[src/magnetometer_pkg.sv]
// Constants, register map and carrier types of the magnetometer register bank.
package magnetometer_pkg;

    // Register addresses as seen by the serial interface pointer.
    localparam logic [7:0] ADDR_X_LOW     = 8'h00;
    localparam logic [7:0] ADDR_X_HIGH    = 8'h01;
    localparam logic [7:0] ADDR_Y_LOW     = 8'h02;
    localparam logic [7:0] ADDR_Y_HIGH    = 8'h03;
    localparam logic [7:0] ADDR_Z_LOW     = 8'h04;
    localparam logic [7:0] ADDR_Z_HIGH    = 8'h05;
    localparam logic [7:0] ADDR_STATUS    = 8'h06;
    localparam logic [7:0] ADDR_TEMP_LOW  = 8'h07;
    localparam logic [7:0] ADDR_TEMP_HIGH = 8'h08;
    localparam logic [7:0] ADDR_MEAS_CFG  = 8'h09;
    localparam logic [7:0] ADDR_MISC_CTRL = 8'h0A;
    localparam logic [7:0] ADDR_SR_PERIOD = 8'h0B;
    localparam logic [7:0] ADDR_FIRST     = 8'h00;

    // Bit positions inside the status and second control registers.
    localparam int unsigned STAT_READY_BIT = 0;
    localparam int unsigned STAT_OVER_BIT  = 1;
    localparam int unsigned STAT_SKIP_BIT  = 2;
    localparam int unsigned MISC_SRST_BIT  = 7;
    localparam int unsigned MISC_WRAP_BIT  = 6;
    localparam int unsigned MISC_IRQD_BIT  = 0;

    // Reset values of the writable registers; zero byte for read data and unmapped reads.
    localparam logic [7:0] MEAS_CFG_RESET  = 8'h00;
    localparam logic [7:0] SR_PERIOD_RESET = 8'h00;
    localparam logic [7:0] READ_ZERO       = 8'h00;

    // Field encodings.
    localparam logic [1:0] MODE_STANDBY    = 2'h0;
    localparam logic [1:0] MODE_CONTINUOUS = 2'h1;
    localparam logic [1:0] RATE_10HZ       = 2'h0;
    localparam logic [1:0] RATE_50HZ       = 2'h1;
    localparam logic [1:0] RATE_100HZ      = 2'h2;
    localparam logic [1:0] RATE_200HZ      = 2'h3;
    localparam logic [1:0] RANGE_2G        = 2'h0;
    localparam logic [1:0] RANGE_8G        = 2'h1;
    localparam logic [1:0] OSR_512         = 2'h0;
    localparam logic [1:0] OSR_256         = 2'h1;
    localparam logic [1:0] OSR_128         = 2'h2;
    localparam logic [1:0] OSR_64          = 2'h3;

    // Timing: clock rate and update rates in hertz, and the rate counter width.
    localparam int unsigned CLK_HZ      = 50_000_000;
    localparam int unsigned RATE0_HZ    = 10;
    localparam int unsigned RATE1_HZ    = 50;
    localparam int unsigned RATE2_HZ    = 100;
    localparam int unsigned RATE3_HZ    = 200;
    localparam int unsigned CNT_W       = 23;

    // Sample widths and saturation limits.
    localparam int unsigned RAW_W = 18;
    localparam logic signed [RAW_W-1:0] RAW_MAX = 18'sh07FFF;
    localparam logic signed [RAW_W-1:0] RAW_MIN = -18'sh08000;
    localparam logic [15:0] SAMPLE_MAX = 16'h7FFF;
    localparam logic [15:0] SAMPLE_MIN = 16'h8000;

    // Layout matches the first control register, bit 7 down to bit 0.
    typedef struct packed {
        logic [1:0] oversample_ratio;
        logic [1:0] field_range;
        logic [1:0] update_rate_select;
        logic [1:0] mode;
    } meas_config_t;

    // One raw measurement from the front end, before saturation.
    typedef struct packed {
        logic signed [RAW_W-1:0] x;
        logic signed [RAW_W-1:0] y;
        logic signed [RAW_W-1:0] z;
        logic        [15:0]      temperature;
    } raw_sample_t;

endpackage

[src/magnetometer_register_bank.sv]
// Register bank of a three-axis magnetometer behind a byte-level serial interface.
//
// Behaviour
// Continuous mode refreshes axis registers at rate.
// Output registers change only on newer sample.
// Axis samples: 16-bit signed, low byte even.
// Axis samples saturate instead of wrapping.
// Status register holds three read-only flags.
// Ready bit 0, overflow bit 1, skipped bit 2.
// Ready flag set when full sample loaded.
// Reading axis registers clears ready and skipped.
// Overflow set when any axis out of range.
// Overflow clears only on next in-range measurement.
// Skipped set when unread set gets replaced.
// Temperature: 16-bit signed at 07H and 08H.
// First control register field layout.
// Mode 00 standby, 01 continuous, others reserved.
// Standby after reset; mode changes any time.
// Update rate codes give 10 to 200 Hz.
// Range code 00 is 2G, 01 is 8G.
// Oversample codes give 512 down to 64.
// Second control: reset, wrap, interrupt disable bits.
// Interrupt pin shows new data unless disabled.
// Read pointer wraps 06H to 00H when enabled.
// Soft reset restores defaults, returns to standby.
// Host writes 01H into set/reset period.
// Pointer advances by one after each byte.
`timescale 1ns/1ps

module magnetometer_register_bank #(
    parameter int unsigned PERIOD_RATE0 = magnetometer_pkg::CLK_HZ / magnetometer_pkg::RATE0_HZ,
    parameter int unsigned PERIOD_RATE1 = magnetometer_pkg::CLK_HZ / magnetometer_pkg::RATE1_HZ,
    parameter int unsigned PERIOD_RATE2 = magnetometer_pkg::CLK_HZ / magnetometer_pkg::RATE2_HZ,
    parameter int unsigned PERIOD_RATE3 = magnetometer_pkg::CLK_HZ / magnetometer_pkg::RATE3_HZ
) (
    input  wire logic                          CLK_I,
    input  wire logic                          RESET_I,
    input  wire logic                          ADDR_SET_I,
    input  wire logic                          WRITE_I,
    input  wire logic [7:0]                    WDATA_I,
    input  wire logic                          READ_I,
    output logic      [7:0]                    RDATA_O,
    input  wire logic                          SAMPLE_VALID_I,
    input  wire magnetometer_pkg::raw_sample_t SAMPLE_I,
    output logic                               MEAS_REQ_O,
    output magnetometer_pkg::meas_config_t     CONFIG_O,
    output logic      [7:0]                    SETRESET_PERIOD_O,
    output logic                               INT_O
);

    // Saturate a raw axis value to the 16-bit output span.
    function automatic logic [15:0] clamp_axis(input logic signed [17:0] raw);
        if (raw > magnetometer_pkg::RAW_MAX) begin
            clamp_axis = magnetometer_pkg::SAMPLE_MAX;
        end else if (raw < magnetometer_pkg::RAW_MIN) begin
            clamp_axis = magnetometer_pkg::SAMPLE_MIN;
        end else begin
            clamp_axis = raw[15:0];
        end
    endfunction

    function automatic logic out_of_range(input logic signed [17:0] raw);
        out_of_range = (raw > magnetometer_pkg::RAW_MAX) || (raw < magnetometer_pkg::RAW_MIN);
    endfunction

    function automatic logic [22:0] rate_period(input logic [1:0] code);
        case (code)
            magnetometer_pkg::RATE_10HZ:  rate_period = PERIOD_RATE0[22:0];
            magnetometer_pkg::RATE_50HZ:  rate_period = PERIOD_RATE1[22:0];
            magnetometer_pkg::RATE_100HZ: rate_period = PERIOD_RATE2[22:0];
            default:                      rate_period = PERIOD_RATE3[22:0];
        endcase
    endfunction

    magnetometer_pkg::meas_config_t cfg_q;
    logic                           wrap_en_q;
    logic                           irq_dis_q;
    logic [7:0]                     sr_period_q;
    logic [15:0]                    x_q;
    logic [15:0]                    y_q;
    logic [15:0]                    z_q;
    logic [15:0]                    temp_q;
    logic                           ready_q;
    logic                           over_q;
    logic                           skip_q;
    logic                           unread_q;
    logic [7:0]                     ptr_q;
    logic [7:0]                     ptr_d;
    logic                           wrap_zone_q;
    logic [7:0]                     rdata_q;
    logic [7:0]                     rdata_d;
    logic [22:0]                    rate_cnt_q;
    logic                           req_q;
    logic [7:0]                     status_byte;
    logic [7:0]                     misc_byte;
    logic                           continuous;
    logic                           soft_rst;
    logic                           load;
    logic                           data_read;
    logic                           any_over;
    logic                           wr_meas;
    logic                           wr_misc;
    logic                           wr_period;
    logic                           do_read;

    // Reserved mode codes behave as standby, so no stray measurement starts.
    assign continuous = (cfg_q.mode == magnetometer_pkg::MODE_CONTINUOUS);
    assign wr_meas    = WRITE_I && !ADDR_SET_I && (ptr_q == magnetometer_pkg::ADDR_MEAS_CFG);
    assign wr_misc    = WRITE_I && !ADDR_SET_I && (ptr_q == magnetometer_pkg::ADDR_MISC_CTRL);
    assign wr_period  = WRITE_I && !ADDR_SET_I && (ptr_q == magnetometer_pkg::ADDR_SR_PERIOD);
    assign soft_rst   = wr_misc && WDATA_I[magnetometer_pkg::MISC_SRST_BIT];
    assign do_read    = READ_I && !ADDR_SET_I && !WRITE_I;
    assign data_read  = do_read && (ptr_q <= magnetometer_pkg::ADDR_Z_HIGH);
    assign load       = SAMPLE_VALID_I && continuous && !soft_rst;
    assign any_over   = out_of_range(SAMPLE_I.x) || out_of_range(SAMPLE_I.y)
                        || out_of_range(SAMPLE_I.z);

    // Control registers; the soft reset bit is not stored and reads back zero.
    always_ff @(posedge CLK_I) begin
        if (RESET_I || soft_rst) begin
            cfg_q     <= magnetometer_pkg::MEAS_CFG_RESET;
            wrap_en_q <= 1'b0;
            irq_dis_q <= 1'b0;
        end else if (wr_meas) begin
            cfg_q <= WDATA_I;
        end else if (wr_misc) begin
            wrap_en_q <= WDATA_I[magnetometer_pkg::MISC_WRAP_BIT];
            irq_dis_q <= WDATA_I[magnetometer_pkg::MISC_IRQD_BIT];
        end
    end

    // The period value is only handed to the set/reset driver; 01H is the host's job.
    always_ff @(posedge CLK_I) begin
        if (RESET_I || soft_rst) begin
            sr_period_q <= magnetometer_pkg::SR_PERIOD_RESET;
        end else if (wr_period) begin
            sr_period_q <= WDATA_I;
        end
    end

    // Output data registers keep their value until a newer sample arrives.
    always_ff @(posedge CLK_I) begin
        if (RESET_I || soft_rst) begin
            x_q    <= 16'h0000;
            y_q    <= 16'h0000;
            z_q    <= 16'h0000;
            temp_q <= 16'h0000;
        end else if (load) begin
            x_q    <= clamp_axis(SAMPLE_I.x);
            y_q    <= clamp_axis(SAMPLE_I.y);
            z_q    <= clamp_axis(SAMPLE_I.z);
            temp_q <= SAMPLE_I.temperature;
        end
    end

    // A load in the same cycle as a clearing read wins, so no event is lost.
    always_ff @(posedge CLK_I) begin
        if (RESET_I || soft_rst) begin
            ready_q <= 1'b0;
        end else if (load) begin
            ready_q <= 1'b1;
        end else if (data_read) begin
            ready_q <= 1'b0;
        end
    end

    always_ff @(posedge CLK_I) begin
        if (RESET_I || soft_rst) begin
            over_q <= 1'b0;
        end else if (load) begin
            over_q <= any_over;
        end
    end

    // The unread marker tracks whether any axis register of the current set was read.
    always_ff @(posedge CLK_I) begin
        if (RESET_I || soft_rst) begin
            unread_q <= 1'b0;
        end else if (load) begin
            unread_q <= 1'b1;
        end else if (data_read) begin
            unread_q <= 1'b0;
        end
    end

    always_ff @(posedge CLK_I) begin
        if (RESET_I || soft_rst) begin
            skip_q <= 1'b0;
        end else if (load && unread_q) begin
            skip_q <= 1'b1;
        end else if (data_read) begin
            skip_q <= 1'b0;
        end
    end

    // Measurement request timer; held at zero outside continuous mode so that
    // the first request follows one cycle after entering continuous mode.
    always_ff @(posedge CLK_I) begin
        if (RESET_I || soft_rst || !continuous) begin
            rate_cnt_q <= '0;
            req_q      <= 1'b0;
        end else if (rate_cnt_q == '0) begin
            rate_cnt_q <= rate_period(cfg_q.update_rate_select) - 23'h000001;
            req_q      <= 1'b1;
        end else begin
            rate_cnt_q <= rate_cnt_q - 23'h000001;
            req_q      <= 1'b0;
        end
    end

    assign status_byte = {5'h00, skip_q, over_q, ready_q};
    assign misc_byte   = {1'b0, wrap_en_q, 5'h00, irq_dis_q};

    // Read multiplexer; reserved and unmapped addresses read as zero.
    always_comb begin
        case (ptr_q)
            magnetometer_pkg::ADDR_X_LOW:     rdata_d = x_q[7:0];
            magnetometer_pkg::ADDR_X_HIGH:    rdata_d = x_q[15:8];
            magnetometer_pkg::ADDR_Y_LOW:     rdata_d = y_q[7:0];
            magnetometer_pkg::ADDR_Y_HIGH:    rdata_d = y_q[15:8];
            magnetometer_pkg::ADDR_Z_LOW:     rdata_d = z_q[7:0];
            magnetometer_pkg::ADDR_Z_HIGH:    rdata_d = z_q[15:8];
            magnetometer_pkg::ADDR_STATUS:    rdata_d = status_byte;
            magnetometer_pkg::ADDR_TEMP_LOW:  rdata_d = temp_q[7:0];
            magnetometer_pkg::ADDR_TEMP_HIGH: rdata_d = temp_q[15:8];
            magnetometer_pkg::ADDR_MEAS_CFG:  rdata_d = cfg_q;
            magnetometer_pkg::ADDR_MISC_CTRL: rdata_d = misc_byte;
            magnetometer_pkg::ADDR_SR_PERIOD: rdata_d = sr_period_q;
            default:                          rdata_d = magnetometer_pkg::READ_ZERO;
        endcase
    end

    always_ff @(posedge CLK_I) begin
        if (RESET_I) begin
            rdata_q <= magnetometer_pkg::READ_ZERO;
        end else if (do_read) begin
            rdata_q <= rdata_d;
        end
    end

    // Wrapping depends on where the read started, which is the address last set.
    always_comb begin
        ptr_d = ptr_q;
        if (ADDR_SET_I) begin
            ptr_d = WDATA_I;
        end else if (WRITE_I) begin
            ptr_d = ptr_q + 8'h01;
        end else if (READ_I) begin
            if (wrap_en_q && wrap_zone_q && (ptr_q == magnetometer_pkg::ADDR_STATUS)) begin
                ptr_d = magnetometer_pkg::ADDR_FIRST;
            end else begin
                ptr_d = ptr_q + 8'h01;
            end
        end
    end

    always_ff @(posedge CLK_I) begin
        if (RESET_I) begin
            ptr_q       <= magnetometer_pkg::ADDR_FIRST;
            wrap_zone_q <= 1'b0;
        end else begin
            ptr_q <= ptr_d;
            if (ADDR_SET_I) begin
                wrap_zone_q <= (WDATA_I <= magnetometer_pkg::ADDR_STATUS);
            end
        end
    end

    assign RDATA_O           = rdata_q;
    assign MEAS_REQ_O        = req_q;
    assign CONFIG_O          = cfg_q;
    assign SETRESET_PERIOD_O = sr_period_q;
    assign INT_O             = ready_q && !irq_dis_q;
endmodule // magnetometer_register_bank

[config.mk]
export PLATFORM = sky130hd
export DESIGN_NAME = magnetometer_register_bank
export DESIGN_NICKNAME = d
export VERILOG_FILES = /design/src/magnetometer_pkg.sv /design/src/magnetometer_register_bank.sv
export SDC_FILE = /design/constraint.sdc
export NUM_CORES = 1
export LEC_CHECK = 0
export BUFFER_PORTS_ARGS = -buffer_cell sky130_fd_sc_hd__buf_2
export CAP_MARGIN = 20
export CORE_MARGIN = 5
export CORE_UTILIZATION = 50
export DETAILED_ROUTE_END_ITERATION = 7
export MAX_ROUTING_LAYER = met4
export PLACE_DENSITY = 0.76
export SYNTH_ARGS = -nofsm -noshare
export SYNTH_HDL_FRONTEND = slang
export SYNTH_SLANG_ARGS = --single-unit
[constraint.sdc]
create_clock -name CLK_I -period 2.2 [get_ports CLK_I]
set_clock_uncertainty 0.2 [all_clocks]
set_input_delay 0.33 -clock CLK_I [delete_from_list [all_inputs] [get_ports CLK_I]]
set_output_delay 0.33 -clock CLK_I [all_outputs]
set_load 0.005 [all_outputs]
==> metrics.yaml <==
crit_chain: "or4_4, nor4_4, and2_4, buf_2, a211o_1, a21oi_1"
powerDensity_nw_per_um2: 741
dr.pass1.iters: 6
ff2ff_setup_slack_ns: 0.06
slowest_delay_ns: 0.55
syn_area_per_cell_um2: 8.21
fin_ws_ns: 0.0562
fmax_ghz: 0.466
n_antenna_cell: 0
detailed_place_hpwl_um: 13000
dieArea_um2: 14100
fin_util_pct: 67.7
worst_slew_pin_slew_ns: 1.03
drc: 0
grt_overflow: 0
dpl.cell_count: 970
drv_slew: 0
syn_area_um2: 5910
cts_sinks: 126
antenna_found_initial: 0
fin_crit_sh_pct: 97.4
synth_edf_count: 0
crit_family: "simple AND/OR/NAND/NOR gates"
grt_pass1_wl_um: 30300
grt_util_all_layers_pct: 27.1
setup_viol: 0
use_met3_pct: 6.45
grtUsageMet1_pct: 35.1
syn_to_final_growth_pct: 31.9
numCtsBuffers: 17
cts_tree: "done"
final_cell_count_no_fill: 1026
r2r-end: "rate_cnt_q[9]$_SDFF_PP0_"
grtUsageMet2_pct: 40.8
path_class: "register to register"
yosys_warnings: 0
ir_drop_v: 0.000570
p_leak_nw: 3.10
clock-root-buffer: "clkbuf_16"
rsz0062_at_grt: "yes"
max-cap-violations: 0
die_y_um: 119
drtAntennaViolNets: 0
gp_congestion: 0.902
num_vias: 6207
cp_num_cells: 6
yosysSeqAreaShare_pct: 42.7
crit_slowest_cell: "or4_4"
drt_iter0_drc: 740
cp-startpoint: "rate_cnt_q[2]$_SDFF_PP0_"
critPathRequiredTime_ns: 2.30
endpoint: "rate_cnt_q[9]$_SDFF_PP0_"
io_buffer_count: 109
clock_path_buffers: 2
synth-seq-cells: 126
cp-start-kind: "register"
synth_cell_types: 56
routedWlPerCell_um: 18.2
multi_input_area_um2: 3200
initial_core_util_pct: 51.3
ff_latch_area_um2: 2530
critPathCaptureType: "register"
syn_inst: 720
status: "finished clean"
path_buf_inv: 1
core-area_um2: 11500
min_path_type: "input port to register"
drt_wl_total_um: 18700
core.rowCount: 39
final_nets: 960
final.fill_count: 937
chipWidth_um: 119
syn_nets: 810
post-place-ws_ns: -0.115
grt_max_degree: 53
hold_viol_final: 0
grt.busiest_layer: "met2"
reg2reg_from: "rate_cnt_q[2]$_SDFF_PP0_"
async_flop_share_pct: 0
synth-main-ff-cell: "dfxtp_1"
drive_above_1_share_pct: 26.0
cp.arrival_ns: 2.24
clkLatencyLatePin_ns: 0.42
clkSlewWorstSetupHoldPaths_ns: 0.06
crit_path_max_fanout: 6
totalPowerFinal_mw: 5.78
post-route-min-period_ns: 2.14
hold_slack_ns: 0.0127
grt_pass1_vias: 6030
io_pins: 110
h-tree-depth: 4
via_per_inst: 6.05
slew_headroom_pct: 31.0
reg2reg_depth: 6
[layout make-up]
type,instances,share of cell area (%)
clock inverters,14,2.46
multi-input cells,533,41.0
inverters,7,0.337
clock buffers,18,5.63
flip-flops and latches,126,32.4
repair buffers,185,15.9
well taps,143,2.29
[metrics by stage]
stage / setup TNS, ns / area [um2]
after floorplan: 0 / 5910
after global placement: 0 / 6880
after detailed placement: -0.292 / 6880
after CTS: 0 / 7710
after global routing: -0.0985 / 7800
final: 0 / 7800
[where the power goes]
group / switching, mW / internal, mW
clock: 1.07 / 1.92
combinational: 0.274 / 0.199
sequential: 0.0168 / 2.30
total: 1.36 / 4.42
[cells in the final DEF (no fill, tap or decap), drive strengths merged, types with 12 or more instances in the layout]
master,count
clkbuf,18
buf,165
dlygate4sd3,20
a21oi,90
mux2i,12
a22oi,23
nor3,20
nand3,16
nand2,127
o21ai,19
a22o,12
dfxtp,126
o211ai,45
nor2,42
[kinds of logic after synthesis]
family                   after synthesis  share of synthesized area [%]
AO/OA/AOI/OAI                        245                           27.4
XOR/XNOR                               9                           1.33
AND/OR/NAND/NOR                      260                           20.7
adder cells (fa/ha/maj)                6                           1.27
buffers and inverters                 61                           4.47
flip-flops                           126                           42.7
multiplexers                          13                           2.22
[how the worst min path moves through the flow]
stage                         start                                 to  slack [ns]  depth (start not counted)
2_1_floorplan  z_q[11]$_SDFFE_PP0P_               z_q[11]$_SDFFE_PP0P_        0.23                          2
3_3_place_gp    x_q[2]$_SDFFE_PP0P_                x_q[2]$_SDFFE_PP0P_        0.24                          2
3_5_place_dp    y_q[0]$_SDFFE_PP0P_                y_q[0]$_SDFFE_PP0P_        0.25                          2
4_1_cts                  WDATA_I[2]  SETRESET_PERIOD_O[2]$_SDFFE_PP0P_       0.006                          3
5_1_grt                  WDATA_I[2]  SETRESET_PERIOD_O[2]$_SDFFE_PP0P_        0.02                          3
6_report                 WDATA_I[2]  SETRESET_PERIOD_O[2]$_SDFFE_PP0P_        0.01                          3
[metal layers]
layer  wire [um]  part of all wire (%)
met5           0                     0
met4         507                   2.7
met3        1390                   7.4
met2        8750                    47
met1        8030                    43
[cell usage after synthesis, drive strengths merged, types with 2 or more instances]
cell / instances / share of area [%]
ha: 6 / 1.3
o41ai: 2 / 0.30
a221o: 2 / 0.34
or4: 7 / 0.89
a311oi: 4 / 0.70
nor4: 10 / 1.3
and3: 3 / 0.32
o21ai: 19 / 1.6
or2: 3 / 0.32
nor4b: 2 / 0.40
inv: 7 / 0.44
nand4: 2 / 0.21
a22oi: 23 / 2.9
a222oi: 7 / 1.2
o31ai: 4 / 0.51
a211oi: 6 / 0.76
buf: 16 / 1.6
o211ai: 45 / 5.7
dfxtp: 126 / 43
and4b: 2 / 0.36
nand2: 127 / 8.1
clkbuf: 38 / 2.4
or3: 6 / 0.66
nand3: 16 / 1.4
nor2b: 5 / 0.53
nor3: 20 / 1.8
o22ai: 6 / 0.64
nand2b: 6 / 0.64
mux2i: 12 / 2.0
a21oi: 90 / 7.6
and2: 4 / 0.42
nand3b: 2 / 0.25
a22o: 12 / 1.8
a211o: 2 / 0.30
a221oi: 8 / 1.2
xnor2: 9 / 1.3
a31oi: 10 / 1.1
nor2: 42 / 2.7
[state kept, by name, indices dropped and copies added (netlist names)]
name,count
RDATA_O,8
y_q,16
unread_q,1
wrap_en_q,1
temp_q,16
ptr_q,8
z_q,16
CONFIG_O,8
SETRESET_PERIOD_O,8
wrap_zone_q,1
skip_q,1
irq_dis_q,1
rate_cnt_q,23
x_q,16
over_q,1
MEAS_REQ_O,1
[timing repair]
item                       CTS  global route
setup buffers                0             4
resized for setup            3            19
hold buffers                20             0
pin swaps                    1             6
hold endpoints to repair    20             0
setup endpoints to repair    8            49
[tightest hold or removal path, cell delays in order]
cell and delay, ns:
buf_2 0.14, nand3_1 0.07, a21oi_1 0.05
No activity file was read; power rests on OpenSTA's default activity.
